### src/uts_pkg.sv
// Constants shared by the ultrasonic time-of-flight sequencer files.
// Assumes a single 100 MHz system clock; all times become cycle counts here.
package uts_pkg;

	////////////////////////////////////////////////////////////////////////////
	// Clock and timing
	localparam int unsigned CLK_HZ = 100_000_000;
	localparam int unsigned CLK_PER_US = CLK_HZ / 1_000_000;
	// 204.8 ms between cycle starts, held in microseconds
	localparam int unsigned CYCLE_PERIOD_US = 204_800;
	localparam int unsigned CYCLE_PERIOD_CYC = CYCLE_PERIOD_US * CLK_PER_US;
	localparam int unsigned TX_FREQ_HZ = 40_000;
	localparam int unsigned HALF_PERIOD_CYC = CLK_HZ / (2 * TX_FREQ_HZ);
	localparam int unsigned BURST_PULSES = 12;
	// Ringing time; blanking is one cycle longer so it strictly exceeds it
	localparam int unsigned RING_US = 1_000;
	localparam int unsigned BLANK_CYC = RING_US * CLK_PER_US + 1;
	// Resolution of one time-of-flight count
	localparam int unsigned TOF_TICK_NS = 1_000;
	localparam int unsigned TOF_TICK_CYC = TOF_TICK_NS * CLK_PER_US / 1_000;
	localparam int unsigned TOF_W = 16;

	////////////////////////////////////////////////////////////////////////////
	// Averaging and distance
	localparam int unsigned AVG_N = 32;
	localparam int unsigned AVG_SHIFT = 5;
	// 346.13 m/s held in mm/s
	localparam longint unsigned SPEED_MM_PER_S = 346_130;
	localparam int unsigned DIST_FRAC = 16;
	// mm per count, halved for the round trip, scaled by 2^DIST_FRAC
	localparam longint unsigned DIST_K_L =
		(SPEED_MM_PER_S * TOF_TICK_NS * (64'd1 << DIST_FRAC)) / (2 * 64'd1_000_000_000);
	localparam logic [15:0] DIST_K = DIST_K_L[15:0];
	localparam int unsigned DIST_W = 32;

	////////////////////////////////////////////////////////////////////////////
	// Register map
	localparam int unsigned ADDR_W = 12;
	localparam logic [11:0] REG_CTRL = 12'h000;
	localparam logic [11:0] REG_STATUS = 12'h004;
	localparam logic [11:0] REG_TOF = 12'h008;
	localparam logic [11:0] REG_AVG = 12'h00c;
	localparam logic [11:0] REG_DIST = 12'h010;
	localparam logic [11:0] REG_IRQ_STAT = 12'h014;
	localparam logic [11:0] REG_IRQ_MASK = 12'h018;
	localparam int unsigned CTRL_RUN = 0;
	localparam int unsigned ST_BUSY = 0;
	localparam int unsigned ST_TOF_OVF = 1;
	localparam int unsigned ST_AVG_INV = 2;
	localparam int unsigned IRQ_DONE = 0;
	localparam int unsigned IRQ_OVF = 1;
	localparam int unsigned IRQ_AVG = 2;
	localparam int unsigned IRQ_W = 3;
	localparam logic [31:0] RESET_WORD = 32'h0000_0000;

	typedef enum logic [1:0] {
		SEQ_IDLE,
		SEQ_BURST,
		SEQ_BLANK,
		SEQ_LISTEN
	} uts_state_t;

endpackage : uts_pkg

### src/uts_seq_if.sv
// Carrier between the sequencer top and its burst and averaging modules.
// Assumes all three sit on the same clock.
`timescale 1ns/100ps
interface uts_seq_if;
	import uts_pkg::*;
	logic start;
	logic mid;
	logic done;
	logic tx;
	logic smp_valid;
	logic [TOF_W-1:0] smp_count;
	logic smp_ovf;
	logic avg_valid;
	logic [TOF_W-1:0] avg_count;
	logic avg_invalid;
	logic [DIST_W-1:0] distance;

	modport burst_mp (input start, output mid, output done, output tx);
	modport avg_mp (input smp_valid, input smp_count, input smp_ovf,
		output avg_valid, output avg_count, output avg_invalid, output distance);
	modport top_mp (output start, input mid, input done, input tx,
		output smp_valid, output smp_count, output smp_ovf,
		input avg_valid, input avg_count, input avg_invalid, input distance);
endinterface : uts_seq_if

### src/uts_averager.sv
// Averages a fixed number of time-of-flight counts and converts to distance.
// Assumes samples arrive as single-cycle strobes, far apart.
`timescale 1ns/100ps
module uts_averager
	import uts_pkg::*;
(
	// Clock and reset
	input wire logic clk_sys_i,
	input wire logic reset_i,
	// Sequencer side
	uts_seq_if.avg_mp bus
);

	localparam int unsigned SUM_W = TOF_W + AVG_SHIFT;
	localparam logic [AVG_SHIFT-1:0] N_LAST = AVG_SHIFT'(AVG_N - 1);

	logic [SUM_W-1:0] sum_q;
	logic [AVG_SHIFT-1:0] n_q;
	logic inv_q;
	logic valid_q;
	logic [TOF_W-1:0] avg_q;
	logic avg_inv_q;
	logic [DIST_W-1:0] dist_q;
	logic [SUM_W-1:0] sum_d;
	logic [TOF_W-1:0] avg_d;
	logic [TOF_W+16-1:0] prod;

	assign sum_d = sum_q + SUM_W'(bus.smp_count);
	assign avg_d = sum_d[SUM_W-1:AVG_SHIFT];
	// RULE12: half round trip times speed
	// RULE11: fixed speed constant
	assign prod = avg_d * DIST_K;
	assign bus.avg_valid = valid_q;
	assign bus.avg_count = avg_q;
	assign bus.avg_invalid = avg_inv_q;
	assign bus.distance = dist_q;

	always_ff @(posedge clk_sys_i or posedge reset_i) begin
		if (reset_i) begin
			sum_q <= '0;
			n_q <= '0;
			inv_q <= 1'b0;
			valid_q <= 1'b0;
			avg_q <= '0;
			avg_inv_q <= 1'b0;
			dist_q <= '0;
		end else begin
			valid_q <= 1'b0;
			if (bus.smp_valid) begin
				// RULE10: accumulate then average
				if (n_q == N_LAST) begin
					sum_q <= '0;
					n_q <= '0;
					inv_q <= 1'b0;
					valid_q <= 1'b1;
					avg_q <= avg_d;
					// RULE12: overflow taints average
					avg_inv_q <= inv_q | bus.smp_ovf;
					dist_q <= DIST_W'(prod >> DIST_FRAC);
				end else begin
					sum_q <= sum_d;
					n_q <= n_q + 1'b1;
					inv_q <= inv_q | bus.smp_ovf;
				end
			end
		end
	end

endmodule : uts_averager

### src/uts_burst_gen.sv
// Square-wave burst generator for the transmitter driver.
// Assumes start is a one-cycle pulse; a new start restarts a running burst.
`timescale 1ns/100ps
module uts_burst_gen
	import uts_pkg::*;
#(
	parameter int unsigned HALF_CYC = HALF_PERIOD_CYC,
	parameter int unsigned PULSES = BURST_PULSES
) (
	// Clock and reset
	input wire logic clk_sys_i,
	input wire logic reset_i,
	// Sequencer side
	uts_seq_if.burst_mp bus
);

	localparam logic [15:0] HALF_LAST = 16'(HALF_CYC - 1);
	localparam logic [7:0] TOG_MAX = 8'(2 * PULSES - 1);
	localparam logic [7:0] TOG_MID = 8'(PULSES);

	logic [15:0] tim_q;
	logic [7:0] tog_q;
	logic run_q;
	logic tx_q;
	logic mid_q;
	logic done_q;

	assign bus.tx = tx_q;
	assign bus.mid = mid_q;
	assign bus.done = done_q;

	always_ff @(posedge clk_sys_i or posedge reset_i) begin
		if (reset_i) begin
			tim_q <= 16'h0000;
			tog_q <= 8'h00;
			run_q <= 1'b0;
			tx_q <= 1'b0;
			mid_q <= 1'b0;
			done_q <= 1'b0;
		end else begin
			mid_q <= 1'b0;
			done_q <= 1'b0;
			if (bus.start) begin
				// RULE2: burst begins
				run_q <= 1'b1;
				tim_q <= 16'h0000;
				tog_q <= 8'h00;
				tx_q <= 1'b1;
			end else if (run_q) begin
				if (tim_q == HALF_LAST) begin
					tim_q <= 16'h0000;
					// RULE9: toggle count limit
					if (tog_q < TOG_MAX) begin
						tx_q <= ~tx_q;
						tog_q <= tog_q + 8'h01;
						// RULE5: midpoint marker
						if (tog_q + 8'h01 == TOG_MID) begin
							mid_q <= 1'b1;
						end
					end else begin
						// RULE9: stop, low, clear
						run_q <= 1'b0;
						tx_q <= 1'b0;
						tog_q <= 8'h00;
						done_q <= 1'b1;
					end
				end else begin
					tim_q <= tim_q + 16'h0001;
				end
			end
		end
	end

endmodule : uts_burst_gen

### src/uts_tof_seq.sv
// Ultrasonic time-of-flight sequencer top: cycle timer, blanking, echo
// capture, APB register slave and interrupt.
// Assumes an APB master on clk_sys_i and an asynchronous echo comparator.
//
// Behaviour
// RULE1: With run set, a new measurement cycle starts every 204.8 ms.
// RULE2: Each cycle opens with a transmit burst of twelve 40 kHz periods.
// RULE3: The comparator stays disabled for a blanking delay over 1 ms after the burst.
// RULE4: The directly coupled burst is ignored; only the later echo is measured.
// RULE5: At half the burst toggles the pulse output rises and the counter starts; start clears it.
// RULE6: The first comparator event disables it, stops and captures the count, signals done.
// RULE7: Counter overflow before an echo stops it, disables the comparator and flags invalid.
// RULE8: The pulse output width equals the measured round-trip interval.
// RULE9: The burst makes twice-pulses-minus-one toggles, then stops low and clears its count.
// RULE10: Thirty-two counts are accumulated and averaged before a distance is given.
// RULE11: Distance uses a speed of sound of 346.13 m/s.
// RULE12: Distance is half the averaged interval times the speed; overflow marks it invalid.
`timescale 1ns/100ps
module uts_tof_seq
	import uts_pkg::*;
#(
	parameter int unsigned PERIOD_CYC = CYCLE_PERIOD_CYC,
	parameter int unsigned BLANK_DLY_CYC = BLANK_CYC,
	parameter int unsigned TICK_CYC = TOF_TICK_CYC
) (
	// Clock and reset
	input wire logic clk_sys_i,
	input wire logic reset_i,
	// APB slave
	input wire logic [ADDR_W-1:0] paddr_i,
	input wire logic psel_i,
	input wire logic penable_i,
	input wire logic pwrite_i,
	input wire logic [31:0] pwdata_i,
	output logic [31:0] prdata_o,
	output logic pready_o,
	output logic pslverr_o,
	// Transducer front end
	output logic tx_burst_out_o,
	input wire logic echo_cmp_i,
	output logic cmp_enable_o,
	output logic tof_pulse_o,
	// Interrupt
	output logic irq_o
);

	////////////////////////////////////////////////////////////////////////////
	// Declarations
	localparam logic [24:0] PERIOD_LAST = 25'(PERIOD_CYC - 1);
	localparam logic [19:0] BLANK_LAST = 20'(BLANK_DLY_CYC - 1);
	localparam logic [11:0] TICK_LAST = 12'(TICK_CYC - 1);
	localparam logic [TOF_W-1:0] TOF_MAX = '1;

	uts_seq_if seq ();

	uts_state_t state_q;
	logic run_q;
	logic [24:0] per_q;
	logic [19:0] blank_q;
	logic [11:0] tick_q;
	logic [TOF_W-1:0] tof_q;
	logic tof_run_q;
	logic [TOF_W-1:0] tof_last_q;
	logic ovf_q;
	logic echo_s1_q;
	logic echo_s2_q;
	logic echo_s3_q;
	logic smp_valid_q;
	logic [IRQ_W-1:0] irq_stat_q;
	logic [IRQ_W-1:0] irq_mask_q;
	logic [31:0] prdata_q;
	logic pslverr_q;
	logic cycle_start;
	logic tof_tick;
	logic echo_evt;
	logic ovf_evt;
	logic setup;
	logic wr_acc;
	logic [IRQ_W-1:0] irq_set;

	////////////////////////////////////////////////////////////////////////////
	// Submodules
	uts_burst_gen #(
		.HALF_CYC(HALF_PERIOD_CYC),
		.PULSES(BURST_PULSES)
	) u_burst (
		.clk_sys_i(clk_sys_i),
		.reset_i(reset_i),
		.bus(seq.burst_mp)
	);

	uts_averager u_avg (
		.clk_sys_i(clk_sys_i),
		.reset_i(reset_i),
		.bus(seq.avg_mp)
	);

	assign seq.start = cycle_start;
	assign seq.smp_valid = smp_valid_q;
	assign seq.smp_count = tof_last_q;
	assign seq.smp_ovf = ovf_q;

	////////////////////////////////////////////////////////////////////////////
	// Echo comparator synchroniser
	always_ff @(posedge clk_sys_i or posedge reset_i) begin
		if (reset_i) begin
			echo_s1_q <= 1'b0;
			echo_s2_q <= 1'b0;
			echo_s3_q <= 1'b0;
		end else begin
			echo_s1_q <= echo_cmp_i;
			echo_s2_q <= echo_s1_q;
			echo_s3_q <= echo_s2_q;
		end
	end

	////////////////////////////////////////////////////////////////////////////
	// Cycle timer
	// RULE1: periodic cycle start
	assign cycle_start = run_q && (per_q == 25'h0000000);

	always_ff @(posedge clk_sys_i or posedge reset_i) begin
		if (reset_i) begin
			per_q <= 25'h0000000;
		end else if (!run_q || per_q == PERIOD_LAST) begin
			per_q <= 25'h0000000;
		end else begin
			per_q <= per_q + 25'h0000001;
		end
	end

	////////////////////////////////////////////////////////////////////////////
	// Time-of-flight counter
	assign tof_tick = tof_run_q && (tick_q == TICK_LAST);
	// RULE4: only a rising comparator edge after blanking
	assign echo_evt = (state_q == SEQ_LISTEN) && echo_s2_q && !echo_s3_q;
	// Echo wins over an overflow on the same tick
	assign ovf_evt = tof_tick && (tof_q == TOF_MAX) && !echo_evt;

	always_ff @(posedge clk_sys_i or posedge reset_i) begin
		if (reset_i) begin
			tof_run_q <= 1'b0;
			tof_q <= '0;
			tick_q <= 12'h000;
		end else if (cycle_start) begin
			// RULE5: pulse cleared at cycle start
			tof_run_q <= 1'b0;
			tof_q <= '0;
			tick_q <= 12'h000;
		end else if (seq.mid) begin
			// RULE5: start at burst midpoint
			tof_run_q <= 1'b1;
			tof_q <= '0;
			tick_q <= 12'h000;
		end else if (echo_evt || ovf_evt) begin
			// RULE6: stop on echo
			// RULE7: stop on overflow
			tof_run_q <= 1'b0;
		end else if (tof_run_q) begin
			if (tof_tick) begin
				tick_q <= 12'h000;
				tof_q <= tof_q + 1'b1;
			end else begin
				tick_q <= tick_q + 12'h001;
			end
		end
	end

	always_ff @(posedge clk_sys_i or posedge reset_i) begin
		if (reset_i) begin
			tof_last_q <= '0;
			ovf_q <= 1'b0;
			smp_valid_q <= 1'b0;
		end else begin
			smp_valid_q <= echo_evt || ovf_evt;
			if (echo_evt) begin
				// RULE6: capture the count
				tof_last_q <= tof_q;
				ovf_q <= 1'b0;
			end else if (ovf_evt) begin
				// RULE7: mark count invalid
				tof_last_q <= tof_q;
				ovf_q <= 1'b1;
			end
		end
	end

	////////////////////////////////////////////////////////////////////////////
	// Sequencer
	always_ff @(posedge clk_sys_i or posedge reset_i) begin
		if (reset_i) begin
			state_q <= SEQ_IDLE;
			blank_q <= 20'h00000;
		end else if (cycle_start) begin
			state_q <= SEQ_BURST;
			blank_q <= 20'h00000;
		end else if (ovf_evt) begin
			// RULE7: comparator off on overflow
			state_q <= SEQ_IDLE;
		end else begin
			case (state_q)
				SEQ_BURST: begin
					if (seq.done) begin
						state_q <= SEQ_BLANK;
					end
				end
				SEQ_BLANK: begin
					// RULE3: blanking over ringing
					if (blank_q == BLANK_LAST) begin
						state_q <= SEQ_LISTEN;
					end else begin
						blank_q <= blank_q + 20'h00001;
					end
				end
				SEQ_LISTEN: begin
					// RULE6: comparator off after first echo
					if (echo_evt) begin
						state_q <= SEQ_IDLE;
					end
				end
				default: begin
					state_q <= SEQ_IDLE;
				end
			endcase
		end
	end

	// RULE3: comparator enabled only when listening
	assign cmp_enable_o = (state_q == SEQ_LISTEN);
	// RULE8: pulse spans the counted interval
	assign tof_pulse_o = tof_run_q;
	assign tx_burst_out_o = seq.tx;

	////////////////////////////////////////////////////////////////////////////
	// APB slave: zero wait states, read data captured in the setup cycle
	assign setup = psel_i && !penable_i;
	assign wr_acc = psel_i && penable_i && pwrite_i;
	assign pready_o = 1'b1;
	assign prdata_o = prdata_q;
	assign pslverr_o = pslverr_q;

	function automatic logic is_mapped(input logic [ADDR_W-1:0] a);
		return a == REG_CTRL || a == REG_STATUS || a == REG_TOF || a == REG_AVG
			|| a == REG_DIST || a == REG_IRQ_STAT || a == REG_IRQ_MASK;
	endfunction : is_mapped

	always_ff @(posedge clk_sys_i or posedge reset_i) begin
		if (reset_i) begin
			prdata_q <= RESET_WORD;
			pslverr_q <= 1'b0;
		end else if (setup) begin
			pslverr_q <= !is_mapped(paddr_i);
			prdata_q <= RESET_WORD;
			if (!pwrite_i) begin
				case (paddr_i)
					REG_CTRL: prdata_q[CTRL_RUN] <= run_q;
					REG_STATUS: begin
						prdata_q[ST_BUSY] <= (state_q != SEQ_IDLE) || tof_run_q;
						prdata_q[ST_TOF_OVF] <= ovf_q;
						prdata_q[ST_AVG_INV] <= seq.avg_invalid;
					end
					REG_TOF: prdata_q[TOF_W-1:0] <= tof_last_q;
					REG_AVG: prdata_q[TOF_W-1:0] <= seq.avg_count;
					REG_DIST: prdata_q <= seq.distance;
					REG_IRQ_STAT: prdata_q[IRQ_W-1:0] <= irq_stat_q;
					REG_IRQ_MASK: prdata_q[IRQ_W-1:0] <= irq_mask_q;
					default: prdata_q <= RESET_WORD;
				endcase
			end
		end
	end

	always_ff @(posedge clk_sys_i or posedge reset_i) begin
		if (reset_i) begin
			run_q <= 1'b0;
			irq_mask_q <= '0;
		end else if (wr_acc) begin
			if (paddr_i == REG_CTRL) begin
				run_q <= pwdata_i[CTRL_RUN];
			end
			if (paddr_i == REG_IRQ_MASK) begin
				irq_mask_q <= pwdata_i[IRQ_W-1:0];
			end
		end
	end

	////////////////////////////////////////////////////////////////////////////
	// Interrupt status: write one to clear, a new event wins
	always_comb begin
		irq_set = '0;
		irq_set[IRQ_DONE] = echo_evt;
		irq_set[IRQ_OVF] = ovf_evt;
		irq_set[IRQ_AVG] = seq.avg_valid;
	end

	always_ff @(posedge clk_sys_i or posedge reset_i) begin
		if (reset_i) begin
			irq_stat_q <= '0;
		end else if (wr_acc && paddr_i == REG_IRQ_STAT) begin
			irq_stat_q <= (irq_stat_q & ~pwdata_i[IRQ_W-1:0]) | irq_set;
		end else begin
			irq_stat_q <= irq_stat_q | irq_set;
		end
	end

	assign irq_o = |(irq_stat_q & irq_mask_q);

endmodule : uts_tof_seq

### config.mk
export PLATFORM = sky130hd
export DESIGN_NAME = uts_tof_seq
export DESIGN_NICKNAME = d
export VERILOG_FILES = /design/src/uts_pkg.sv /design/src/uts_seq_if.sv /design/src/uts_averager.sv /design/src/uts_burst_gen.sv /design/src/uts_tof_seq.sv
export SDC_FILE = /design/constraint.sdc
export NUM_CORES = 1
export LEC_CHECK = 0
export BUFFER_PORTS_ARGS = -buffer_cell sky130_fd_sc_hd__buf_4
export CAP_MARGIN = 25
export CORE_ASPECT_RATIO = 1.4
export CORE_MARGIN = 1.5
export CORE_UTILIZATION = 40
export DETAILED_ROUTE_END_ITERATION = 12
export GPL_TIMING_DRIVEN = 0
export PLACE_DENSITY = 0.64
export SLEW_MARGIN = 0
export SYNTH_ARGS = -nofsm -noshare
export SYNTH_HDL_FRONTEND = slang
export SYNTH_SLANG_ARGS = --single-unit
### constraint.sdc
create_clock -name clk_sys_i -period 8.81 [get_ports clk_sys_i]
set_input_delay 1.762 -clock clk_sys_i [delete_from_list [all_inputs] [get_ports clk_sys_i]]
set_output_delay 1.762 -clock clk_sys_i [all_outputs]
set_load 0.02 [all_outputs]
-- Word-level counts from Yosys, hierarchy flattened
Cells that the tools add are included.
- reduce and logical (&&, ||, !) cells: 43
- add/subtract/negate cells: 8
- eq/ne operators: 22
- multiplexer cells: 62
- bitwise logic cells: 7
- $lt $le $gt $ge: 1
- multipliers: 1
- operators with widths (kind ; count):
    $mux W16 ; 11
    $mux W20 ; 4
    $mux W12 ; 5
    $pmux W13 S3 ; 1
    $eq A12 B5 Y1 const B ; 3
    $add A16 B1 Y16 const B ; 2
    $mux W8 ; 4
    $mul A16 B14 Y30 const B ; 1
    $add A25 B1 Y25 const B ; 1
    $eq A25 B25 Y1 const B ; 1
    $logic_not A25 Y1 ; 1
    $mux W1 ; 25
    $mux W25 ; 1
    $eq A12 B4 Y1 const B ; 2
    $add A21 B16 Y21 ; 1
    $mux W21 ; 1
    $add A20 B1 Y20 const B ; 1
    $eq A20 B17 Y1 const B ; 1
    $eq A16 B11 Y1 const B ; 1
    $eq A16 B16 Y1 const B ; 1
    $add A12 B1 Y12 const B ; 1
    $eq A12 B3 Y1 const B ; 1
    $eq A12 B7 Y1 const B ; 1
    $logic_not A12 Y1 ; 1
    other kinds (31) ; 72
- input bits: 50
- output and inout port bits: 38
- logic and storage cells: 174
- register bits: 224

-- Logic depth before layout (Yosys ltp)
Gate-level depths: netlist of the first run.
- depth in word-level cells: 9
- depth in mapped cells: 30
- depth with buffers taken out: 30

-- Cells and area by module
A second synthesis of the first run with hierarchy kept.
- cell total of the unflattened synthesis: 1575
- area, all modules: 15310.9 um2
- modules (own cells, without submodules) (module ; cells each ; seq. area each (um2) ; area each (um2) ; instances):
    uts_tof_seq ; 694 ; 3428.3 ; 6939.2 ; 1
    uts_averager ; 731 ; 1476.4 ; 6901.6 ; 1
    uts_burst_gen ; 150 ; 700.7 ; 1470.2 ; 1

-- Least setup slack after synthesis of the first run
OpenSTA, ideal clock, no wires.
- path type: flip-flop to flip-flop
- from: register tof_last_q[0], in the netlist seq.smp_count[0]
- to: register u_avg.dist_q[13], in the netlist u_avg.bus.distance[13]
- arrival time: 6892 ps
- setup time: 69 ps
- stages on the path, launching flop included: 28
- setup slack: 1849 ps
- path buffers: 0
- data required time: 8741 ps
- clock period less this slack: 6961 ps
- cells stage by stage: dfrtp_1 ha_1 inv_1 fa_1 nor2b_1 o21ai_0 a21oi_1 a21oi_1 a21o_1 a21o_1 xnor2_1 inv_1 ha_1 ha_1 ha_1 fa_1 fa_1 inv_1 fa_1 inv_1 ha_1 a21o_1 a211oi_2 a21oi_2 a21o_1 a221o_1 or4_1 nand3_1
- word-level cells in the longest chain between the ends: 2
- ends and longest elaborated chain (what ; line ; text):
    start: declaration ; uts_tof_seq.sv:63 ; logic [TOF_W-1:0] tof_last_q;
    start signal: assignment ; uts_tof_seq.sv:178 ; tof_last_q <= tof_q;
    start signal: assignment ; uts_tof_seq.sv:182 ; tof_last_q <= tof_q;
    $add A21 B16 Y21 ; uts_averager.sv:28 ; assign sum_d = sum_q + SUM_W'(bus.smp_count);
    named net u_avg.sum_d[16] ; uts_averager.sv:24 ; logic [SUM_W-1:0] sum_d;
    $mul A16 B14 Y30 ; uts_averager.sv:32 ; assign prod = avg_d * DIST_K;
    end signal: assignment ; uts_averager.sv:59 ; dist_q <= DIST_W'(prod >> DIST_FRAC);
    end: declaration ; uts_averager.sv:23 ; logic [DIST_W-1:0] dist_q;
The timed path passes the listed nets, and every way through them passes these cells.
A chain may end at the register's enable or synchronous reset.

-- Worst setup path in the final report of the first run
- from: register tof_last_q[1], in the netlist seq.smp_count[1]
- to: register u_avg.dist_q[13], in the netlist u_avg.bus.distance[13]
The elaborated chain is that of the path after synthesis.

==> results by group, run 1 <==
STA
  – Final setup margin: 600 ps
  – Pins over their slew limit: 0
  – Peak Freq: 122 MHz
  – Hold WS: 374 ps
  – Slew headroom: 0.295
  – Unrepaired setup endpoints after global routing: false
  – Post-layout min period: 8210 ps
  – TNS Setup: 0 ps
  – Worst-margin pin slew: 1050 ps
  – Tcrit/Tclk final: 0.932
  – Final Skew: 25.3 ps
  – Final Hold Viols: 0
  – Setup-failing EPs final: 0

Route
  – Top layer in use: met4
  – Met3 wire length: 1.18 mm
  – M1 wire length: 13.8 mm
  – Vias: 11,000
  – Initial DRC Count: 651
  – First-pass iteration count of the detailed router: 7
  – Total routed wirelength: 34.0 mm
  – Routed len/inst: 16.2 µm
  – Remaining antenna violation count: 0
  – Vias per inst: 5.25
  – Met2 routed wirelength: 17.3 mm
  – DRC viols: 0

Synthesis
  – Post-Synth Simple-Gate Area: 0.169
  – Post-synth EDFFs: 0
  – Post-synthesis cell count: 1,529
  – FF+latch count, synth: 208
  – Cell variety after synth: 75
  – Sequential-to-total area share from yosys stat: 0.360
  – Synthesized area: 0.0145 mm²
  – Compound-gate portion of the synthesized area: 0.119
  – Largest family of logic cells by synthesized area: adder cells
  – Adder-Cell Fraction of Synth Area: 0.219
  – Ys async rst share: 1.00
  – Mapped Avg Cell Area: 9.46 µm²
  – Xor and xnor area share after synthesis: 0.0575
  – Multiplexer share of the synthesized area: 0.0132
  – Primary FF master, synth: dfrtp_1
  – Ys Warns: 0

CTS
  – Worst-path clk slew: 60 ps
  – Post-CTS Resized: 0
  – CTS tree: built
  – TritonCTS Sinks: 208
  – Clk_lat worst skew: 520 ps
  – Hold buffer count at CTS: 0
  – Cts bufs inserted: 22
  – Clock root cell: clkbuf_16
  – Htree depth: 1
  – Clk buf depth: 3
  – Post-CTS setup buffer count: 0

Finish
  – Commonest non-fill, non-tap cells in the layout: 208 x dfrtp_1, 182 x nand2_1, 165 x ha_1
  – Final non-filler cell total: 2,092
  – Final core occ: 0.455
  – Layout cells sized above 1: 0.0866
  – Final non-filler cell area: 0.0162 mm²
  – Fill count: 3,418
  – Area of the multi-input gates: 0.00841 mm²
  – Final nets: 1,885
  – Commonest non-fill, non-tap cell in the layout: dfrtp_1
  – Synthesis-to-finish area growth: 12.3%
  – Reg area: 0.00520 mm²

Placement
  – Pre-CTS setup slack: 579 ps
  – Cell Area, Placed: 0.0155 mm²
  – PortBufs: 40
  – DP HPWL: 26.7 mm
  – GP Congestion: 0.862
  – Placed insts: 2,052

Pwr
  – Final Power: 2.01 mW
  – Leak Pwr: 8.44 nW
  – Pwr dens: 124 mW/mm²
  – Worst VDD drop: 171 µV

Global routing
  – Initial antenna violation count: 1
  – GRT overflow: 0
  – Total Routing Usage GR: 0.187
  – Largest net degree at the start of global routing: 126
  – First-pass GRT wire length: 56.3 mm
  – Vias in the first global route: 11,500

Worst setup path
  – Required time worst endpoint: 9270 ps
  – RR Startpoint: seq.smp_count[1]$_DFFE_PP0N_
  – Setup Crit Path Kind: flip-flop to flip-flop
  – Data arrival, critical path: 8670 ps
  – Worst Setup Start Kind: flip-flop
  – Critical path origin: seq.smp_count[1]$_DFFE_PP0N_
  – Critical path fanouts, max: 6
  – Crit path capture type: flip-flop

Floorplanning
  – Die area: 0.0373 mm²
  – # IOs: 88
  – Initial Utilization: 0.405
  – Site Rows: 82
  – Die height: 228 µm
  – Die Wd: 164 µm
  – Area of the core: 0.0357 mm²

Run status
  – Status: complete, no violations

Job
  – Max_cap viols: 0

Worst hold path
  – Hold WC Path Type: flip-flop to flip-flop
  – Hold wc startpoint: echo_s1_q$_DFF_PP0_
routing by layer:
| metal | track usage | vias to the layer above |
|---|---|---|
| li1 | - | 5365 |
| met2 | 0.336 | 205 |
| met1 | 0.219 | 5338 |
| met4 | 0.0901 | 0 |
| met3 | 0.0200 | 75 |
| met5 | 0 | - |
logic make-up after synthesis:
logic type,after synthesis
other,2
buffers and inverters,219
xor gates and xnor gates,95
and+or+nand+nor,504
muxes,17
AOI/OAI and AO/OA,264
adders and majority gates,220
DFF,208
synth_stat cells, types with 4 or more instances:
| cell type | instances | area [µm²] |
|---|---|---|
| dfrtp_1 | 208 | 5200 |
| nand2_1 | 182 | 683 |
| ha_1 | 165 | 2060 |
| inv_1 | 161 | 604 |
| nor2_1 | 112 | 420 |
| o21ai_0 | 101 | 505 |
| fa_1 | 55 | 1100 |
| xor2_1 | 52 | 455 |
| a21oi_1 | 49 | 245 |
| xnor2_1 | 43 | 377 |
| nand3_1 | 38 | 190 |
| clkbuf_1 | 30 | 113 |
| and3_1 | 28 | 175 |
| nand4_1 | 26 | 163 |
| nor3_1 | 23 | 115 |
| a21o_1 | 19 | 143 |
| buf_4 | 19 | 143 |
| or3_1 | 15 | 93.8 |
| a22o_1 | 13 | 114 |
| and2_1 | 13 | 81.3 |
| a31oi_1 | 11 | 68.8 |
| nor2b_1 | 11 | 68.8 |
| a222oi_1 | 10 | 100 |
| nor4_1 | 10 | 62.6 |
| a211oi_1 | 9 | 67.6 |
| mux2i_1 | 9 | 90.1 |
| nand2b_1 | 8 | 50.1 |
| mux2_2 | 7 | 78.8 |
| o2bb2ai_1 | 7 | 61.3 |
| and4_1 | 6 | 52.6 |
| nor3b_1 | 6 | 45.0 |
| o31ai_1 | 6 | 45.0 |
| buf_1 | 4 | 15.0 |
| nand3b_1 | 4 | 30.0 |
| or2_2 | 4 | 25.0 |
state kept, by name (all words and copies together), names as in the netlist, 8 cells and up:
register             count
tof_q                   16
u_burst.tim_q           16
prdata_o                16
seq.smp_count           16
u_avg.sum_q             21
per_q                   25
u_burst.tog_q            8
tick_q                  12
u_avg.bus.distance      14
blank_q                 20
u_avg.bus.avg_count     16
worst paths after layout:
kind / to / slack [ps] / depth (start not counted)
worst min register to register: echo_s2_q$_DFF_PP0_ / 370 / 0
min in group asynchronous: blank_q[9]$_DFFE_PP0P_ / 1320 / 2
worst max register to register: u_avg.bus.distance[13]$_DFFE_PP0P_ / 600 / 26
max in group asynchronous: u_avg.bus.avg_invalid$_DFFE_PP0P_ / 6420 / 3
worst min-delay path: echo_s2_q$_DFF_PP0_ / 370 / 0
worst max-delay path: u_avg.bus.distance[13]$_DFFE_PP0P_ / 600 / 26
cell type report:
type                       count  area share
antenna                        1    0.000154
buffer                        56      0.0176
clock buffer                  26      0.0373
clock inverter                12      0.0100
inverter                     163      0.0381
multi-input combinational   1117       0.518
sequential                   208       0.320
tap                          462      0.0356
timing repair buffer          47      0.0230
report_power, final:
part	internal [mW]	leakage (nW)	switching, mW
sequential	0.961	2.89	0.00698
combinational	0.0245	5.17	0.0462
clock	0.581	0.381	0.393
total	1.57	8.44	0.446
worst max-delay path, stage by stage, from the launching register on:
cell and delay, ps:
dfrtp_1 440, ha_1 340, a211oi_1 350, o21ai_0 200, a31oi_1 210, nor2b_1 250, o211ai_1 140, a31oi_1 220
xor2_1 840, inv_1 370, ha_1 410, ha_1 290, ha_1 300, fa_1 460, fa_1 560, inv_1 50
fa_1 500, inv_1 50, ha_1 330, nand2_1 80, nand2_1 60, o31ai_2 260, a21oi_2 170, a21o_1 270
a221o_1 410, or4_1 490, nand3_1 90
Note: power is estimated with default switching activity, not from simulation.
==> run 2, diff against run 1 <==
- GPL_TIMING_DRIVEN: 0 -> not set
- SYNTH_HIERARCHICAL: not set -> 1
==> results by group, run 2 <==
Synthesis
  – Ys async rst share: 1.00 (unchanged)
  – Mapped Avg Cell Area: 9.72 µm² (+2.8%)
  – Sequential-to-total area share from yosys stat: 0.366 (+0.00612)
  – Largest cells by area after synthesis: dfrtp_1 37%, ha_1 13%, fa_1 7.2%
  – Primary FF master, synth: dfrtp_1
  – Cell variety after synth: 79 (+5.3%)
  – Ys Warns: 6 (+6)
  – Synth top area share: 0.366 (+0.00612)
  – FF+latch count, synth: 224 (+7.7%)
  – Synthesized area: 0.0153 mm² (+5.9%)
  – Top cells by count, synth: 224 x dfrtp_1, 173 x inv_1, 164 x ha_1
  – Top-count cell post-synth: dfrtp_1
  – Post-synth EDFFs: 0 (unchanged)
  – Biggest area consumer among synthesized cells: dfrtp_1
  – Post-synthesis cell count: 1,575 (+3.0%)

Run status
  – Status: complete, no violations

Route
  – Initial DRC Count: 663 (+1.8%)
  – DRC viols: 0 (unchanged)
  – M1 wire length: 14.5 mm (+5.0%)
  – First-pass iteration count of the detailed router: 5 (-2)
  – Vias: 11,300 (+2.5%)
  – Vias per inst: 5.30 (+0.95%)
  – Remaining antenna violation count: 0 (unchanged)
  – Met3 wire length: 846 µm (-28%)
  – Met2 routed wirelength: 18.7 mm (+7.8%)
  – Total routed wirelength: 35.3 mm (+3.9%)
  – Routed len/inst: 16.6 µm (+2.3%)
  – Top layer in use: met4

STA
  – Slew headroom: 0.321 (+0.0261)
  – Unrepaired setup endpoints after global routing: false
  – Peak Freq: 123 MHz (+0.83%)
  – Post-layout min period: 8140 ps (-67.5 ps)
  – Setup-failing EPs final: 0 (unchanged)
  – Final Hold Viols: 0 (unchanged)
  – TNS Setup: 0 ps (unchanged)
  – Final setup margin: 667 ps (+67.5 ps)
  – Pins over their slew limit: 0 (unchanged)
  – Final Skew: 19.9 ps (-5.39 ps)
  – Tcrit/Tclk final: 0.924 (-0.00766)
  – Worst-margin pin slew: 1000 ps (-49.8 ps)

Global routing
  – Vias in the first global route: 11,600 (+1.0%)
  – GRT overflow: 0 (unchanged)
  – Largest net degree at the start of global routing: 77 (-39%)
  – First-pass GRT wire length: 58.7 mm (+4.3%)
  – Total Routing Usage GR: 0.184 (-0.00238)
  – Initial antenna violation count: 0 (-1)

Floorplanning
  – Die area: 0.0395 mm² (+5.8%)
  – # IOs: 88 (unchanged)
  – Initial Utilization: 0.407 (+0.00196)
  – Site Rows: 84 (+2.4%)
  – Die Wd: 168 µm (+2.8%)
  – Area of the core: 0.0376 mm² (+5.4%)
  – Die height: 234 µm (+2.9%)

Worst setup path
  – Most frequent CP cell: inv_1
  – Crit path capture type: flip-flop
  – Critical path fanouts, max: 6 (unchanged)
  – Data arrival, critical path: 8560 ps (-110 ps)
  – Max stage delay on crit path: 540 ps (-300 ps)
  – Slowest-stage cell, CP: fa_1
  – Worst Setup Start Kind: flip-flop
  – Setup Crit Path Kind: flip-flop to flip-flop
  – Required time worst endpoint: 9220 ps (-50 ps)

Pwr
  – Leak Pwr: 8.70 nW (+3.1%)
  – Worst VDD drop: 132 µV (-23%)
  – Pwr dens: 124 mW/mm² (+0.15%)
  – Final Power: 2.12 mW (+5.4%)

Finish
  – Max reg flops: 32 (+28%)
  – Commonest non-fill, non-tap cell in the layout: dfrtp_1
  – Layout cells sized above 1: 0.103 (+0.0164)
  – Final non-filler cell area: 0.0171 mm² (+5.2%)
  – Final non-filler cell total: 2,124 (+1.5%)
  – Final nets: 1,904 (+1.0%)
  – Synthesis-to-finish area growth: 11.6%
  – Commonest non-fill, non-tap cells in the layout: 224 x dfrtp_1, 171 x inv_1, 164 x ha_1
  – Antenna diodes: 0 (-1)

CTS
  – CTS tree: built
  – Clk_lat worst skew: 530 ps (about the same)
  – Cts bufs inserted: 22 (unchanged)
  – Clk buf depth: 3 (unchanged)
  – Post-CTS setup buffer count: 0 (unchanged)
  – Hold buffer count at CTS: 0 (unchanged)
  – Clock root cell: clkbuf_16
  – Worst-path clk slew: 70 ps (about the same)
  – Post-CTS Resized: 0 (unchanged)
  – Htree depth: 1 (unchanged)
  – TritonCTS Sinks: 224 (+7.7%)

Placement
  – Placed insts: 2,083 (+1.5%)
  – Cell Area, Placed: 0.0163 mm² (+5.4%)
  – GP Congestion: 0.880 (+2.1%)
  – DP HPWL: 26.7 mm (-0.12%)
  – PortBufs: 57 (+43%)
  – Pre-CTS setup slack: 754 ps (+175 ps)

Worst hold path
  – Hold WC Path Type: flip-flop to flip-flop

Job
  – Max_cap viols: 0 (unchanged)
==> run 2: final timing paths <==
check | startpoint | end | slack [ps] | cells after the start
min reg2reg | echo_s1_q$_DFF_PP0_ | echo_s2_q$_DFF_PP0_ | 360 | 0
min | echo_s1_q$_DFF_PP0_ | echo_s2_q$_DFF_PP0_ | 360 | 0
max | seq.smp_count[0]$_DFFE_PP0P_ | u_avg/bus.distance[12]$_DFFE_PP0P_ | 670 | 31
max reg2reg | seq.smp_count[0]$_DFFE_PP0P_ | u_avg/bus.distance[12]$_DFFE_PP0P_ | 670 | 31
max in group asynchronous | reset_i | prdata_o[4]$_DFFE_PP0P_ | 6510 | 4
min in group asynchronous | reset_i | u_burst/tog_q[4]$_DFFE_PP0P_ | 1260 | 2
==> run 2: routing by layer <==
metal  vias up  track usage
met5         -            0
met4         0       0.0801
met3        59       0.0150
met2       154        0.350
met1      5533        0.212
li1       5511            -
==> run 2: logic make-up (layout without fill, tap and decap cells) <==
kind of cell	Yosys count	in the layout	synth area share
other	2	19	0.000490
muxes	42	42	0.0302
AOI/OAI and AO/OA	267	267	0.115
adders and majority gates	219	219	0.206
and+or+nand+nor	482	482	0.160
xor gates and xnor gates	98	98	0.0561
DFF	224	224	0.366
buffers and inverters	241	300	0.0662
==> run 2: final cells by class <==
| cell class | count | area, µm² |
|---|---|---|
| repair buffers | 87 | 701 |
| inverters | 173 | 654 |
| flip-flops and latches | 224 | 5610 |
| well taps | 473 | 592 |
| fillers | 3579 | 20500 |
| multi-input cells | 1127 | 8770 |
| clock inverters | 13 | 156 |
| clock buffers | 27 | 611 |
==> run 2: worst max-delay path: cells and delay by family, from the launching register on <==
family	cells	cell delay (ps)
adders and majority gates	9	3640
AOI/OAI and AO/OA	6	1560
and+or+nand+nor	7	1320
buffers and inverters	7	700
DFF	1	370
muxes	1	280
xor gates and xnor gates	1	140
==> run 2: report_power, final <==
group / internal, mW / switching (mW)
registers: 1.04 / 0.0109
clock network: 0.585 / 0.421
logic: 0.0241 / 0.0449
total: 1.64 / 0.477
==> run 2: metrics by stage <==
stage,utilization,hold slack [ps]
2_1_floorplan,-,331
3_3_place_gp,0.432,344
3_5_place_dp,0.433,349
4_1_cts,0.453,366
5_1_grt,0.454,369
6_report,0.454,356
==> run 3, diff against run 2 <==
--- a/config.mk
+++ b/config.mk
@@ -8,9 +8,11 @@
 export BUFFER_PORTS_ARGS = -buffer_cell sky130_fd_sc_hd__buf_4
 export CAP_MARGIN = 25
+export CELL_PAD_IN_SITES_DETAIL_PLACEMENT = 1
+export CELL_PAD_IN_SITES_GLOBAL_PLACEMENT = 2
 export CORE_ASPECT_RATIO = 1.4
 export CORE_MARGIN = 1.5
 export CORE_UTILIZATION = 40
 export DETAILED_ROUTE_END_ITERATION = 12
-export PLACE_DENSITY = 0.64
+export PLACE_DENSITY = 0.89
 export SLEW_MARGIN = 0
 export SYNTH_ARGS = -nofsm -noshare
==> constraint.sdc (replaced) <==
create_clock -name clk_sys_i -period 8.81 [get_ports clk_sys_i]
set_input_delay 1.762 -clock clk_sys_i [delete_from_list [all_inputs] [get_ports clk_sys_i]]
set_output_delay 1.762 -clock clk_sys_i [all_outputs]
set_load 0.05 [all_outputs]
==> results by group, run 3 (synthesis gave the netlist of run 2 again) <==
Run status
  – Status: complete, no violations

Route
  – Remaining antenna violation count: 0 (unchanged)
  – Total routed wirelength: 40.5 mm (+15%)
  – Vias: 11,700 (+3.6%)
  – Vias per inst: 5.48 (+3.3%)
  – First-pass iteration count of the detailed router: 6 (+1)
  – Initial DRC Count: 529 (-20%)
  – DRC viols: 0 (unchanged)
  – Routed len/inst: 19.0 µm (+14%)

Worst setup path
  – Worst reg2reg path depth: 30 (-3.2%)
  – Slowest-stage cell, CP: fa_1
  – Required time worst endpoint: 9200 ps (-20 ps)
  – Critical path fanouts, max: 4 (-2)
  – Crit path capture type: flip-flop
  – Most frequent CP cell: ha_1
  – Max stage delay on crit path: 570 ps (+30 ps)
  – RR Startpoint: seq.smp_count[0]$_DFFE_PP0P_
  – Worst r2r dst: u_avg/bus.distance[7]$_DFFE_PP0P_
  – Flop2flop setup slack: 550 ps (-110 ps)
  – Setup Crit Path Kind: flip-flop to flip-flop
  – Data arrival, critical path: 8650 ps (+90 ps)
  – Worst Setup Start Kind: flip-flop

Finish
  – Fill count: 4,275 (+19%)
  – Final non-filler cell area: 0.0172 mm² (+0.72%)
  – Antenna diodes: 0 (unchanged)
  – Final nets: 1,908 (+0.21%)
  – Max reg flops: 32 (unchanged)
  – Commonest non-fill, non-tap cells in the layout: 224 x dfrtp_1, 171 x inv_1, 164 x ha_1
  – Synthesis-to-finish area growth: 12.4%
  – Final non-filler cell total: 2,129 (+0.24%)
  – Commonest non-fill, non-tap cell in the layout: dfrtp_1
  – Area of the multi-input gates: 0.00877 mm² (about the same)
  – Reg area: 0.00561 mm² (unchanged)
  – Layout cells sized above 1: 0.104 (+0.00150)

Floorplanning
  – Die area: 0.0395 mm² (unchanged)
  – Site Rows: 84 (unchanged)
  – Initial Utilization: 0.407 (unchanged)
  – # IOs: 88 (unchanged)
  – Die Wd: 168 µm (unchanged)
  – Die height: 234 µm (unchanged)
  – Area of the core: 0.0376 mm² (unchanged)

Placement
  – GP Congestion: 0.849 (-3.5%)
  – Pre-CTS setup slack: 730 ps (-24.0 ps)
  – PortBufs: 57 (unchanged)
  – Placed insts: 2,083 (unchanged)
  – DP HPWL: 30.4 mm (+14%)
  – Cell Area, Placed: 0.0163 mm² (about the same)

Global routing
  – Largest net degree at the start of global routing: 76 (-1.3%)
  – Vias in the first global route: 12,800 (+11%)
  – First-pass GRT wire length: 66.7 mm (+14%)
  – Initial antenna violation count: 0 (unchanged)
  – GRT overflow: 0 (unchanged)
  – Total Routing Usage GR: 0.211 (+0.0266)

CTS
  – TritonCTS Sinks: 224 (unchanged)
  – Post-CTS setup buffer count: 0 (unchanged)
  – Htree depth: 1 (unchanged)
  – Post-CTS Resized: 0 (unchanged)
  – CTS tree: built
  – Cts bufs inserted: 24 (+9.1%)
  – Clk buf depth: 3 (unchanged)
  – Clk_lat worst skew: 530 ps (about the same)
  – Worst-path clk slew: 60 ps (about the same)
  – Hold buffer count at CTS: 0 (unchanged)
  – Clock root cell: clkbuf_16

Pwr
  – Leak Pwr: 8.78 nW (+0.92%)
  – Comb pwr share: 0.032 (about the same)
  – Switching share of power: 0.218 (-0.00688)
  – Psw: 0.483 mW (+1.2%)
  – Worst VDD drop: 102 µV (-22%)
  – Pwr dens: 129 mW/mm² (+3.7%)
  – P_int: 1.73 mW (+5.4%)
  – Final Power: 2.22 mW (+4.4%)
  – Clock power frac: 0.495 (+0.021)
  – Seq pwr share: 0.473 (-0.020)

Worst hold path
  – Hold wc startpoint: echo_s1_q$_DFF_PP0_
  – Cells on Worst Hold Path: 0 (unchanged)
  – Hold WC Path Type: flip-flop to flip-flop
  – WHS Endpoint: echo_s2_q$_DFF_PP0_

STA
  – Final Hold Viols: 0 (unchanged)
  – Unrepaired setup endpoints after global routing: false
  – Pins over their slew limit: 0 (unchanged)
  – TNS Setup: 0 ps (unchanged)
  – Setup-failing EPs final: 0 (unchanged)
  – Final setup margin: 552 ps (-115 ps)
  – Slew headroom: 0.367 (+0.0456)
  – Final Skew: 15.9 ps (-3.96 ps)
  – Post-layout min period: 8260 ps (+115 ps)
  – Tcrit/Tclk final: 0.937 (+0.0130)
  – Peak Freq: 121 MHz (-1.4%)
  – Worst-margin pin slew: 942 ps (-63.0 ps)

Job
  – Max_cap viols: 0 (unchanged)
-- run 3: cell types whose count changed in the layout (fill, tap and decap cells not counted) --
cell	before	now
clkbuf_8	2	8
clkbuf_16	23	25
clkinvlp_4	5	0
clkinv_2	4	2
clkinv_4	1	0
clkbuf_2	0	1
nand2_1	126	125
nand2_2	0	1
buf_16	2	3
clkbuf_1	2	5
-- run 3: final cells by class --
class                      instances  share of cell area
sequential                       224               0.326
clock buffer                      38              0.0438
timing repair buffer              89              0.0426
inverter                         173              0.0380
multi-input combinational       1127               0.510
clock inverter                     5             0.00582
tap                              473              0.0344
-- run 3: how the worst max path moves through the flow --
stage | startpoint | to | slack, ps
final | seq.smp_count[0]$_DFFE_PP0P_ | u_avg/bus.distance[7]$_DFFE_PP0P_ | 550
after global routing | seq.smp_count[0]$_DFFE_PP0P_ | u_avg/bus.distance[13]$_DFFE_PP0P_ | 20
after CTS | seq.smp_count[0]$_DFFE_PP0P_ | u_avg/bus.distance[7]$_DFFE_PP0P_ | 620
after detailed placement | seq.smp_count[1]$_DFFE_PP0P_ | u_avg/bus.distance[7]$_DFFE_PP0P_ | 730
after global placement | seq.smp_count[1]$_DFFE_PP0P_ | u_avg/bus.distance[12]$_DFFE_PP0P_ | 850
after floorplan | seq.smp_count[0]$_DFFE_PP0P_ | u_avg/bus.distance[12]$_DFFE_PP0P_ | 1580
-- run 3: metal layers --
layer | track usage | part of all wire | up-vias
li1 | - | - | 5516
met1 | 0.236 | 0.39 | 5913
met2 | 0.407 | 0.54 | 148
met3 | 0.0217 | 0.026 | 80
met4 | 0.0876 | 0.038 | 0
met5 | 0 | 0 | -
-- run 3: power by group through the flow --
stage	registers (mW)	clock network, mW	logic (mW)
2_1_floorplan	1.06	0	0.0504
3_3_place_gp	1.07	0	0.0688
3_5_place_dp	1.07	0	0.0714
4_1_cts	1.05	1.12	0.0721
5_1_grt	1.05	1.15	0.0824
6_report	1.05	1.10	0.0715
-- run 3: metrics by stage --
| stage | hold WS, ps | util |
|---|---|---|
| 2_1_floorplan | 331 | - |
| 3_3_place_gp | 339 | 0.432 |
| 3_5_place_dp | 336 | 0.433 |
| 4_1_cts | 351 | 0.456 |
| 5_1_grt | 374 | 0.457 |
| 6_report | 349 | 0.457 |
-- run 3: critical path, delay by kind of cell (launching register included) --
| kind | cells | cell delay [ps] |
|---|---|---|
| fa+ha+maj | 9 | 3410 |
| flops | 1 | 380 |
| compound gates | 10 | 2280 |
| buf+inv | 4 | 380 |
| xor+xnor | 2 | 410 |
| simple gates | 5 | 1270 |
